--- config.mk ---
export PLATFORM = sky130hd
export DESIGN_NAME = bkrcs_top
export DESIGN_NICKNAME = d
export VERILOG_FILES = /design/src/bkrcs_pkg.sv /design/src/bkrcs_top.sv
export VERILOG_INCLUDE_DIRS = /design/src /design/src/src
export SDC_FILE = /design/constraint.sdc
export NUM_CORES = 1
export LEC_CHECK = 0
export BUFFER_PORTS_ARGS = -buffer_cell sky130_fd_sc_hd__buf_2
export CAP_MARGIN = 30
export CORE_UTILIZATION = 40
export CTS_CLUSTER_DIAMETER = 150
export DETAILED_ROUTE_END_ITERATION = 6
export PLACE_DENSITY_LB_ADDON = 0.12
export SETUP_SLACK_MARGIN = 0.02
export SYNTH_ARGS = -nofsm -noshare
export SYNTH_HDL_FRONTEND = slang
export SYNTH_SLANG_ARGS = --single-unit
--- constraint.sdc ---
create_clock -name clk_in -period 7.46 [get_ports clk_in]
set_input_delay 0.746 -clock clk_in [delete_from_list [all_inputs] [get_ports clk_in]]
set_output_delay 0.746 -clock clk_in [all_outputs]
set_load 0.1 [all_outputs]
--- src/bkrcs_defs.svh ---
/*
  Offsets, field positions, reset values and timing counts for the breaker
  control and status monitor. Assumes a 50 MHz logic clock.
*/
`ifndef BKRCS_DEFS_SVH
`define BKRCS_DEFS_SVH

`define BKRCS_NUM_BKR 2
`define BKRCS_NAME_CHARS 6
`define BKRCS_CLK_HZ 50000000
// Register offsets (byte addresses, one 32-bit word each)
`define BKRCS_OFS_CTRL0 8'h00
`define BKRCS_OFS_CTRL1 8'h04
`define BKRCS_OFS_DELAY0 8'h08
`define BKRCS_OFS_DELAY1 8'h0C
`define BKRCS_OFS_HOLD 8'h10
`define BKRCS_OFS_STATUS0 8'h14
`define BKRCS_OFS_STATUS1 8'h18
`define BKRCS_OFS_IRQ_STAT 8'h1C
`define BKRCS_OFS_IRQ_CLR 8'h20
`define BKRCS_OFS_IRQ_EN 8'h24
`define BKRCS_OFS_NAME0_LO 8'h28
`define BKRCS_OFS_NAME0_HI 8'h2C
`define BKRCS_OFS_NAME1_LO 8'h30
`define BKRCS_OFS_NAME1_HI 8'h34
// Control field positions
`define BKRCS_CTRL_FUNC_EN 0
`define BKRCS_CTRL_PB_EN 1
`define BKRCS_CTRL_SINGLE_POLE 2
// Status field positions
`define BKRCS_ST_POS_A 0
`define BKRCS_ST_POS_B 1
`define BKRCS_ST_POS_C 2
`define BKRCS_ST_CLOSED 3
`define BKRCS_ST_DISAGREE 4
`define BKRCS_ST_ALARM 5
`define BKRCS_ST_OOS 6
`define BKRCS_ST_LOCAL 7
`define BKRCS_ST_HOLD 8
// Interrupt bits per breaker (breaker instance n uses bits 4n..4n+3)
`define BKRCS_IRQ_DISAGREE 0
`define BKRCS_IRQ_ALARM 1
`define BKRCS_IRQ_OPEN 2
`define BKRCS_IRQ_CLOSE 3
// Reset values
`define BKRCS_CTRL_RST 32'h00000000
`define BKRCS_DELAY_RST_MS 32'h00000064
`define BKRCS_HOLD_RST_MS 32'h000000C8
// Timing: delays programmed in milliseconds, counted with a 1 ms tick
`define BKRCS_TICK_MS 1
`define BKRCS_TICK_CYCLES ((`BKRCS_CLK_HZ / 1000) * `BKRCS_TICK_MS)

`endif

--- src/bkrcs_pkg.sv ---
/*
  Types shared by the breaker control and status monitor.
  Assumes bkrcs_defs.svh supplies the numeric constants.
*/
package bkrcs_pkg;
  typedef logic [31:0] bkrcs_word_t;
  typedef logic [7:0] bkrcs_addr_t;
  typedef enum logic [0:0] {BKRCS_AGREE, BKRCS_TIMING} bkrcs_dis_state_t;
endpackage

--- src/bkrcs_top.sv ---
/*
  Breaker control and status monitor: two breaker instances turning logic
  operands into open/close contact commands, tracking pole position and
  timing pole disagreement, with a simple strobe register port.
  Assumes operand inputs come from outside the clock domain (synchronised
  here) and that the register master keeps the strobe protocol.
*/
// The plain strobed port and the register addresses were decided locally.
`include "bkrcs_defs.svh"

module bkrcs_top
  import bkrcs_pkg::*;
#(
  parameter int TICK_CYCLES = `BKRCS_TICK_CYCLES
)
(
  input wire logic clk_in,
  input wire logic rst_n_in,
  input wire logic [7:0] addr_in,
  input wire logic [31:0] wdata_in,
  input wire logic wr_in,
  input wire logic rd_in,
  output logic [31:0] rdata_out,
  input wire logic [1:0] open_req_in,
  input wire logic [1:0] close_req_in,
  input wire logic [1:0] pb_open_in,
  input wire logic [1:0] pb_close_in,
  input wire logic [1:0] manual_close_in,
  input wire logic [1:0] track_a_in,
  input wire logic [1:0] track_b_in,
  input wire logic [1:0] track_c_in,
  input wire logic [1:0] external_alarm_select_in,
  input wire logic [1:0] out_of_service_select_in,
  input wire logic [1:0] local_ctrl_in,
  output logic [1:0] open_cmd_out,
  output logic [1:0] close_cmd_out,
  output logic [1:0] closed_out,
  output logic [1:0] disagree_out,
  output logic [1:0] alarm_out,
  output logic [1:0] out_of_service_out,
  output logic [1:0] local_ctrl_out,
  output logic [1:0] manual_close_hold_out,
  output logic irq_out
);

  localparam int NB = `BKRCS_NUM_BKR;
  localparam int NIN = 8;

  function automatic logic hit(input bkrcs_addr_t a, input bkrcs_addr_t ofs);
    hit = (a == ofs);
  endfunction

  // Two-stage synchronisers for every operand bus
  logic [NIN*NB-1:0] raw;
  logic [NIN*NB-1:0] sync1_q;
  logic [NIN*NB-1:0] sync2_q;
  assign raw = {open_req_in, close_req_in, pb_open_in, pb_close_in, manual_close_in,
                track_a_in, track_b_in, track_c_in};
  // Alarm, out-of-service and local-control operands have their own pair of stages
  logic [5:0] sync_aux1_q;
  logic [5:0] sync_aux2_q;

  always_ff @(posedge clk_in)
  begin
    if (!rst_n_in)
    begin
      sync1_q <= '0;
      sync2_q <= '0;
      sync_aux1_q <= '0;
      sync_aux2_q <= '0;
    end
    else
    begin
      sync1_q <= raw;
      sync2_q <= sync1_q;
      sync_aux1_q <= {external_alarm_select_in, out_of_service_select_in, local_ctrl_in};
      sync_aux2_q <= sync_aux1_q;
    end
  end

  logic [1:0] s_open, s_close, s_pbo, s_pbc, s_man, s_ta, s_tb, s_tc, s_alm, s_oos, s_loc;
  assign {s_open, s_close, s_pbo, s_pbc, s_man, s_ta, s_tb, s_tc} = sync2_q;
  assign {s_alm, s_oos, s_loc} = sync_aux2_q;

  // Millisecond tick shared by all timers
  logic [31:0] tick_cnt_q;
  logic tick_q;
  always_ff @(posedge clk_in)
  begin
    if (!rst_n_in)
    begin
      tick_cnt_q <= '0;
      tick_q <= 1'b0;
    end
    else if (tick_cnt_q == 32'(TICK_CYCLES - 1))
    begin
      tick_cnt_q <= '0;
      tick_q <= 1'b1;
    end
    else
    begin
      tick_cnt_q <= tick_cnt_q + 32'h00000001;
      tick_q <= 1'b0;
    end
  end

  // Software-visible configuration
  bkrcs_word_t ctrl_q [NB];
  bkrcs_word_t delay_q [NB];
  bkrcs_word_t name_lo_q [NB];
  bkrcs_word_t name_hi_q [NB];
  bkrcs_word_t hold_q;
  logic [7:0] irq_stat_q;
  logic [7:0] irq_en_q;
  logic [7:0] irq_evt;

  always_ff @(posedge clk_in)
  begin
    if (!rst_n_in)
    begin
      for (int i = 0; i < NB; i++)
      begin
        ctrl_q[i] <= `BKRCS_CTRL_RST;
        delay_q[i] <= `BKRCS_DELAY_RST_MS;
      end
    end
    else if (wr_in)
    begin
      // Only the three defined control bits are kept; the rest read as zero
      if (hit(addr_in, `BKRCS_OFS_CTRL0)) ctrl_q[0] <= {29'h0, wdata_in[2:0]};
      if (hit(addr_in, `BKRCS_OFS_CTRL1)) ctrl_q[1] <= {29'h0, wdata_in[2:0]};
      if (hit(addr_in, `BKRCS_OFS_DELAY0)) delay_q[0] <= wdata_in;
      if (hit(addr_in, `BKRCS_OFS_DELAY1)) delay_q[1] <= wdata_in;
    end
  end

  // Manual close hold time, shared by both breakers
  always_ff @(posedge clk_in)
  begin
    if (!rst_n_in)
      hold_q <= `BKRCS_HOLD_RST_MS;
    else if (wr_in && hit(addr_in, `BKRCS_OFS_HOLD))
      hold_q <= wdata_in;
  end

  always_ff @(posedge clk_in)
  begin
    if (!rst_n_in)
      irq_en_q <= 8'h00;
    else if (wr_in && hit(addr_in, `BKRCS_OFS_IRQ_EN))
      irq_en_q <= wdata_in[7:0];
  end

  // Labels: 4 chars in low word, 2 chars in high word; only software reads them
  always_ff @(posedge clk_in)
  begin
    if (!rst_n_in)
    begin
      for (int i = 0; i < NB; i++)
      begin
        name_lo_q[i] <= 32'h00000000;
        name_hi_q[i] <= 32'h00000000;
      end
    end
    else if (wr_in)
    begin
      if (hit(addr_in, `BKRCS_OFS_NAME0_LO)) name_lo_q[0] <= wdata_in;
      if (hit(addr_in, `BKRCS_OFS_NAME0_HI)) name_hi_q[0] <= {16'h0, wdata_in[15:0]};
      if (hit(addr_in, `BKRCS_OFS_NAME1_LO)) name_lo_q[1] <= wdata_in;
      if (hit(addr_in, `BKRCS_OFS_NAME1_HI)) name_hi_q[1] <= {16'h0, wdata_in[15:0]};
    end
  end

  // Per-breaker logic; instance 0 is breaker 1 and works alone
  logic [NB-1:0] closed_d, dis_raw, dis_q, alm_q, open_q, close_q, hold_act;
  logic [31:0] dis_cnt_q [NB];
  logic [32:0] hold_cnt_q [NB];
  bkrcs_dis_state_t dis_st_q [NB];
  logic [2:0] pole [NB];

  generate
    for (genvar b = 0; b < NB; b++)
    begin : g_bkr
      logic en, pb, sp;
      assign en = ctrl_q[b][`BKRCS_CTRL_FUNC_EN];
      assign pb = ctrl_q[b][`BKRCS_CTRL_PB_EN];
      assign sp = ctrl_q[b][`BKRCS_CTRL_SINGLE_POLE];
      // Low is open, high is closed; B and C follow A in three-pole mode
      assign pole[b][0] = s_ta[b];
      assign pole[b][1] = sp ? s_tb[b] : s_ta[b];
      assign pole[b][2] = sp ? s_tc[b] : s_ta[b];
      assign closed_d[b] = sp ? (&pole[b]) : s_ta[b];
      assign dis_raw[b] = en && sp && !((&pole[b]) || !(|pole[b]));

      always_ff @(posedge clk_in)
      begin
        if (!rst_n_in)
        begin
          open_q[b] <= 1'b0;
          close_q[b] <= 1'b0;
        end
        else
        begin
          // Open takes priority over a simultaneous close for safety
          open_q[b] <= en && (s_open[b] || (pb && s_pbo[b]));
          close_q[b] <= en && !(s_open[b] || (pb && s_pbo[b]))
                        && (s_close[b] || (pb && s_pbc[b]));
        end
      end

      // Alarm indication follows the alarm operand while the breaker is enabled
      always_ff @(posedge clk_in)
      begin
        if (!rst_n_in)
          alm_q[b] <= 1'b0;
        else
          alm_q[b] <= en && s_alm[b];
      end

      // Disagreement must persist strictly longer than the delay in ms ticks
      always_ff @(posedge clk_in)
      begin
        if (!rst_n_in)
        begin
          dis_st_q[b] <= BKRCS_AGREE;
          dis_cnt_q[b] <= '0;
          dis_q[b] <= 1'b0;
        end
        else
        begin
          case (dis_st_q[b])
            BKRCS_AGREE:
            begin
              dis_q[b] <= 1'b0;
              dis_cnt_q[b] <= '0;
              if (dis_raw[b]) dis_st_q[b] <= BKRCS_TIMING;
            end
            BKRCS_TIMING:
            begin
              if (!dis_raw[b])
              begin
                dis_st_q[b] <= BKRCS_AGREE;
                dis_q[b] <= 1'b0;
              end
              else if (tick_q && dis_cnt_q[b] <= delay_q[b])
                dis_cnt_q[b] <= dis_cnt_q[b] + 32'h00000001;
              else if (dis_cnt_q[b] > delay_q[b])
                dis_q[b] <= 1'b1;
            end
            default: dis_st_q[b] <= BKRCS_AGREE;
          endcase
        end
      end

      // Manual close hold interval; loaded one tick long because the first tick
      // comes at any phase, so the hold never falls short of the programmed time
      always_ff @(posedge clk_in)
      begin
        if (!rst_n_in)
          hold_cnt_q[b] <= '0;
        else if (en && s_man[b])
          hold_cnt_q[b] <= {1'b0, hold_q} + 33'h000000001;
        else if (!en)
          hold_cnt_q[b] <= '0;
        else if (tick_q && hold_cnt_q[b] != 33'h000000000)
          hold_cnt_q[b] <= hold_cnt_q[b] - 33'h000000001;
      end
      assign hold_act[b] = hold_cnt_q[b] != 33'h000000000;

      // Fires once, in the cycle before the indication is raised
      assign irq_evt[4*b+`BKRCS_IRQ_DISAGREE] = (dis_st_q[b] == BKRCS_TIMING) && dis_raw[b]
                                                && dis_cnt_q[b] > delay_q[b] && !dis_q[b];
      assign irq_evt[4*b+`BKRCS_IRQ_ALARM] = en && s_alm[b] && !alm_q[b];
      assign irq_evt[4*b+`BKRCS_IRQ_OPEN] = 1'b0;
      assign irq_evt[4*b+`BKRCS_IRQ_CLOSE] = 1'b0;
    end
  endgenerate

  // Registered command contacts
  always_ff @(posedge clk_in)
  begin
    if (!rst_n_in)
    begin
      open_cmd_out <= '0;
      close_cmd_out <= '0;
    end
    else
    begin
      open_cmd_out <= open_q;
      close_cmd_out <= close_q;
    end
  end

  // Registered status indications
  always_ff @(posedge clk_in)
  begin
    if (!rst_n_in)
    begin
      closed_out <= '0;
      disagree_out <= '0;
      alarm_out <= '0;
      out_of_service_out <= '0;
      local_ctrl_out <= '0;
      manual_close_hold_out <= '0;
    end
    else
    begin
      closed_out <= closed_d;
      disagree_out <= dis_q;
      alarm_out <= alm_q;
      out_of_service_out <= s_oos;
      local_ctrl_out <= s_loc;
      manual_close_hold_out <= hold_act;
    end
  end

  // Sticky events: a new event wins over a clear in the same cycle
  always_ff @(posedge clk_in)
  begin
    if (!rst_n_in)
      irq_stat_q <= 8'h00;
    else if (wr_in && hit(addr_in, `BKRCS_OFS_IRQ_CLR))
      irq_stat_q <= (irq_stat_q & ~wdata_in[7:0]) | irq_evt;
    else
      irq_stat_q <= irq_stat_q | irq_evt;
  end

  always_ff @(posedge clk_in)
  begin
    if (!rst_n_in)
      irq_out <= 1'b0;
    else
      irq_out <= |(irq_stat_q & irq_en_q);
  end

  function automatic bkrcs_word_t status_word(input int b);
    bkrcs_word_t w;
    w = '0;
    w[`BKRCS_ST_POS_A] = pole[b][0];
    w[`BKRCS_ST_POS_B] = pole[b][1];
    w[`BKRCS_ST_POS_C] = pole[b][2];
    w[`BKRCS_ST_CLOSED] = closed_d[b];
    w[`BKRCS_ST_DISAGREE] = dis_q[b];
    w[`BKRCS_ST_ALARM] = alm_q[b];
    w[`BKRCS_ST_OOS] = s_oos[b];
    w[`BKRCS_ST_LOCAL] = s_loc[b];
    w[`BKRCS_ST_HOLD] = hold_act[b];
    status_word = w;
  endfunction

  // Read data appear the cycle after the strobe; unmapped reads give zero
  always_ff @(posedge clk_in)
  begin
    if (!rst_n_in)
      rdata_out <= 32'h00000000;
    else if (rd_in)
    begin
      case (addr_in)
        `BKRCS_OFS_CTRL0: rdata_out <= ctrl_q[0];
        `BKRCS_OFS_CTRL1: rdata_out <= ctrl_q[1];
        `BKRCS_OFS_DELAY0: rdata_out <= delay_q[0];
        `BKRCS_OFS_DELAY1: rdata_out <= delay_q[1];
        `BKRCS_OFS_HOLD: rdata_out <= hold_q;
        `BKRCS_OFS_STATUS0: rdata_out <= status_word(0);
        `BKRCS_OFS_STATUS1: rdata_out <= status_word(1);
        `BKRCS_OFS_IRQ_STAT: rdata_out <= {24'h0, irq_stat_q};
        `BKRCS_OFS_IRQ_EN: rdata_out <= {24'h0, irq_en_q};
        `BKRCS_OFS_NAME0_LO: rdata_out <= name_lo_q[0];
        `BKRCS_OFS_NAME0_HI: rdata_out <= name_hi_q[0];
        `BKRCS_OFS_NAME1_LO: rdata_out <= name_lo_q[1];
        `BKRCS_OFS_NAME1_HI: rdata_out <= name_hi_q[1];
        default: rdata_out <= 32'h00000000;
      endcase
    end
    else
      rdata_out <= 32'h00000000;
  end

endmodule // bkrcs_top

==> results by group <==
Flow run
  – Max Cap Violations: 0

Status
  – Failing checks: DRC
  – Run status: finished with violations

Synth
  – Synth Area per Inst: 10.7 µm²
  – Seq cells post-synth: 480
  – Sequential fraction of the synthesis area: 55.7%
  – Top FF cell, synth: edfxtp_1
  – Cells after synthesis: 2121
  – Number of flops mapped to enable cells by yosys: 297
  – Cell area after synthesis: 22600 µm²
  – Ys Warns: 0
  – Net Count, Synth: 2257
  – Number of distinct library cells after synthesis: 73
  – Async SR Flop Fraction: 0%

Global route
  – Initial antenna violation count: 1
  – Gr ovfl total: 0
  – GRT Overall Usage: 22.9%
  – First-pass GRT wire length: 99.7 mm
  – Vias in the first global route: 16301
  – Pin count of the biggest net entering global routing: 69

Die
  – I/O pin total: 115
  – Die Span Y: 240 µm
  – Die area: 57400 µm²
  – Initial Util: 40.8%
  – Std-Cell Rows: 86
  – Core area: 55400 µm²
  – Die X-Extent: 240 µm

Critical path
  – CP arrival: 3790 ps
  – Critical Path RT: 7700 ps
  – Crit path launch type: register
  – Crit path capture type: register
  – Worst-path fanout max: 33
  – Kind of critical path: reg2reg

Timing
  – Worst Max-Slew Pin Slew: 939 ps
  – FMAX: 0.281 GHz
  – Hold_ws: 348 ps
  – Final Max Tran Viols: 0
  – Final setup viols: 0
  – Clock Skew: 19.8 ps
  – Final Hold Fails: 0
  – Tmin final: 3550 ps
  – RSZ-0062 raised after global routing: false
  – Setup TNS: 0 ps
  – Relative slew slack: 37.2%
  – Final Cycle Share: 47.6%

Detailed routing
  – Vias per cell: 5.63
  – Routed WL: 65.9 mm
  – Routed Antenna Nets: 0
  – 1st-iter DRT viols: 1672
  – Remaining DRCs: 3
  – First-pass DRT Iterations: 7
  – Total number of vias: 17020
  – Drt wl/cell: 21.8 µm

Clock network
  – Clk pin slew, worst setup/hold paths: 60 ps
  – Worst-Skew Late Latency: 610 ps
  – CTS Hold Bufs: 0
  – Clk sinks: 480
  – Clock H-tree levels: 2
  – Post-cts sizing count: 0
  – Num CTS Buffers: 54
  – Clk buf depth: 3
  – TritonCTS clock tree: done
  – Clock root cell: clkbuf_16
  – Postcts setup bufs: 0

Cells and area
  – FF+latch area: 12600 µm²
  – NumNets Final: 2369
  – # fillers: 5197
  – Share of cells above drive strength 1: 11.7%
  – Multi-input logic area: 9350 µm²
  – ANT cells: 0
  – P&R area growth vs syn: 14.5%

Power and ir drop
  – Standby leakage power: 9.37 nW
  – Peak supply drop: 0.000168 V
  – PD cells: 232 nW/µm²

Placed design
  – I/O Buffers: 114
  – Post-DP HPWL: 46.7 mm
  – Routability cong.: 0.939

Worst hold path
  – Worst min path class: in2reg
[path summary, 6_finish.rpt]
check / from / endpoint / slack, ps / cells after the start
setup reg to reg: dis_cnt_q[0][29] / dis_cnt_q[0][29] / 3910 / 8
hold / removal: out_of_service_select_in[1] / sync_aux1_q[3] / 350 / 2
setup / recovery: dis_cnt_q[0][29] / dis_cnt_q[0][29] / 3910 / 8
hold reg to reg: sync1_q[0] / sync2_q[0] / 430 / 1
[layer usage]
metal	GRT usage, %	vias to the layer above	share of wire (%)
met4	6.43	0	2.6
li1	-	7965	-
met2	36.9	622	46
met3	4.17	116	7.1
met1	31.3	8317	44
met5	0	-	0
[flip-flops by register name (all words and copies together) (netlist names), 6 cells and up]
name,cells
irq_stat_q,8
ctrl_q,6
sync_aux1_q,6
irq_en_q,8
delay_q,64
hold_cnt_q,66
name_hi_q,32
rdata_out,32
dis_cnt_q,64
sync_aux2_q,6
hold_q,32
sync2_q,16
name_lo_q,64
tick_cnt_q,32
sync1_q,16
[critical path, stage by stage (launching register included)]
cell      delay (ps)
edfxtp_1         440
ha_1             330
nand4_1          220
nor4_2           760
nand2_1          210
a221o_1          390
buf_4            250
nand3_1          140
buf_4            420
[synth_stat cells, drive strengths merged, types with 59 or more instances]
library cell,instances,area [µm²]
dfxtp,183,3660
nand3,88,440
edfxtp,297,8920
clkbuf,66,248
and2,144,901
nor2,175,657
inv,89,334
xnor2,83,727
xor2,85,744
nand2,211,792
a21oi,104,521
o22ai,59,375
ha,70,876
[per-stage QoR]
| stage | power, mW | cells | instance area [µm²] | setup WS [ps] | utilization, % |
|---|---|---|---|---|---|
| after global routing | 6.22 | 3024 | 25900 | 3670 | 46.7 |
| after global placement | 3.35 | 2921 | 24000 | 3560 | 43.3 |
| after detailed placement | 3.35 | 2924 | 24000 | 3470 | 43.4 |
| after floorplan | 3.21 | 2121 | 22600 | 4230 | - |
| after CTS | 6.07 | 3023 | 25900 | 3860 | 46.7 |
| final | 6.01 | 3024 | 25900 | 3910 | 46.7 |
[cell usage in the layout, fill, tap and decap left out, types with 13 or more instances in the layout]
cell / instances
edfxtp_1: 297
nand2_1: 211
dfxtp_1: 183
nor2_1: 171
and2_1: 144
buf_2: 115
a21oi_1: 104
inv_1: 88
nand3_1: 88
xor2_1: 85
xnor2_1: 83
ha_1: 70
o22ai_1: 58
clkbuf_16: 58
a22oi_1: 48
nand4_1: 43
nor3_1: 37
and4_1: 28
nor4_1: 28
a222oi_1: 28
buf_4: 28
and3_1: 27
o21ai_0: 23
a31oi_1: 23
or3_1: 17
nor2b_1: 16
nand2b_1: 13
clkinv_2: 13
[cells by family after synthesis]
kind of cell	after synthesis	synth area share (%)
and+or+nand+nor	868	20.0
muxes	18	0.947
AOI/OAI and AO/OA	338	9.94
adders and majority gates	70	3.88
xor gates and xnor gates	168	6.51
DFF	480	55.7
buffers and inverters	179	3.10
[power by group]
group	switching, mW	total (mW)	internal, mW
Sequential	0.0751	2.98	2.90
Clock	1.10	2.71	1.62
Combinational	0.215	0.322	0.107
[final cells by class]
type / count / share of cell area (%)
Tap cell: 748 / 3.62
Sequential cell: 480 / 48.6
Inverter: 89 / 1.29
Clock buffer: 76 / 6.10
Timing Repair Buffer: 146 / 3.29
Clock inverter: 23 / 0.948
Multi-Input combinational cell: 1462 / 36.1
(Power assumes the default switching activity.)
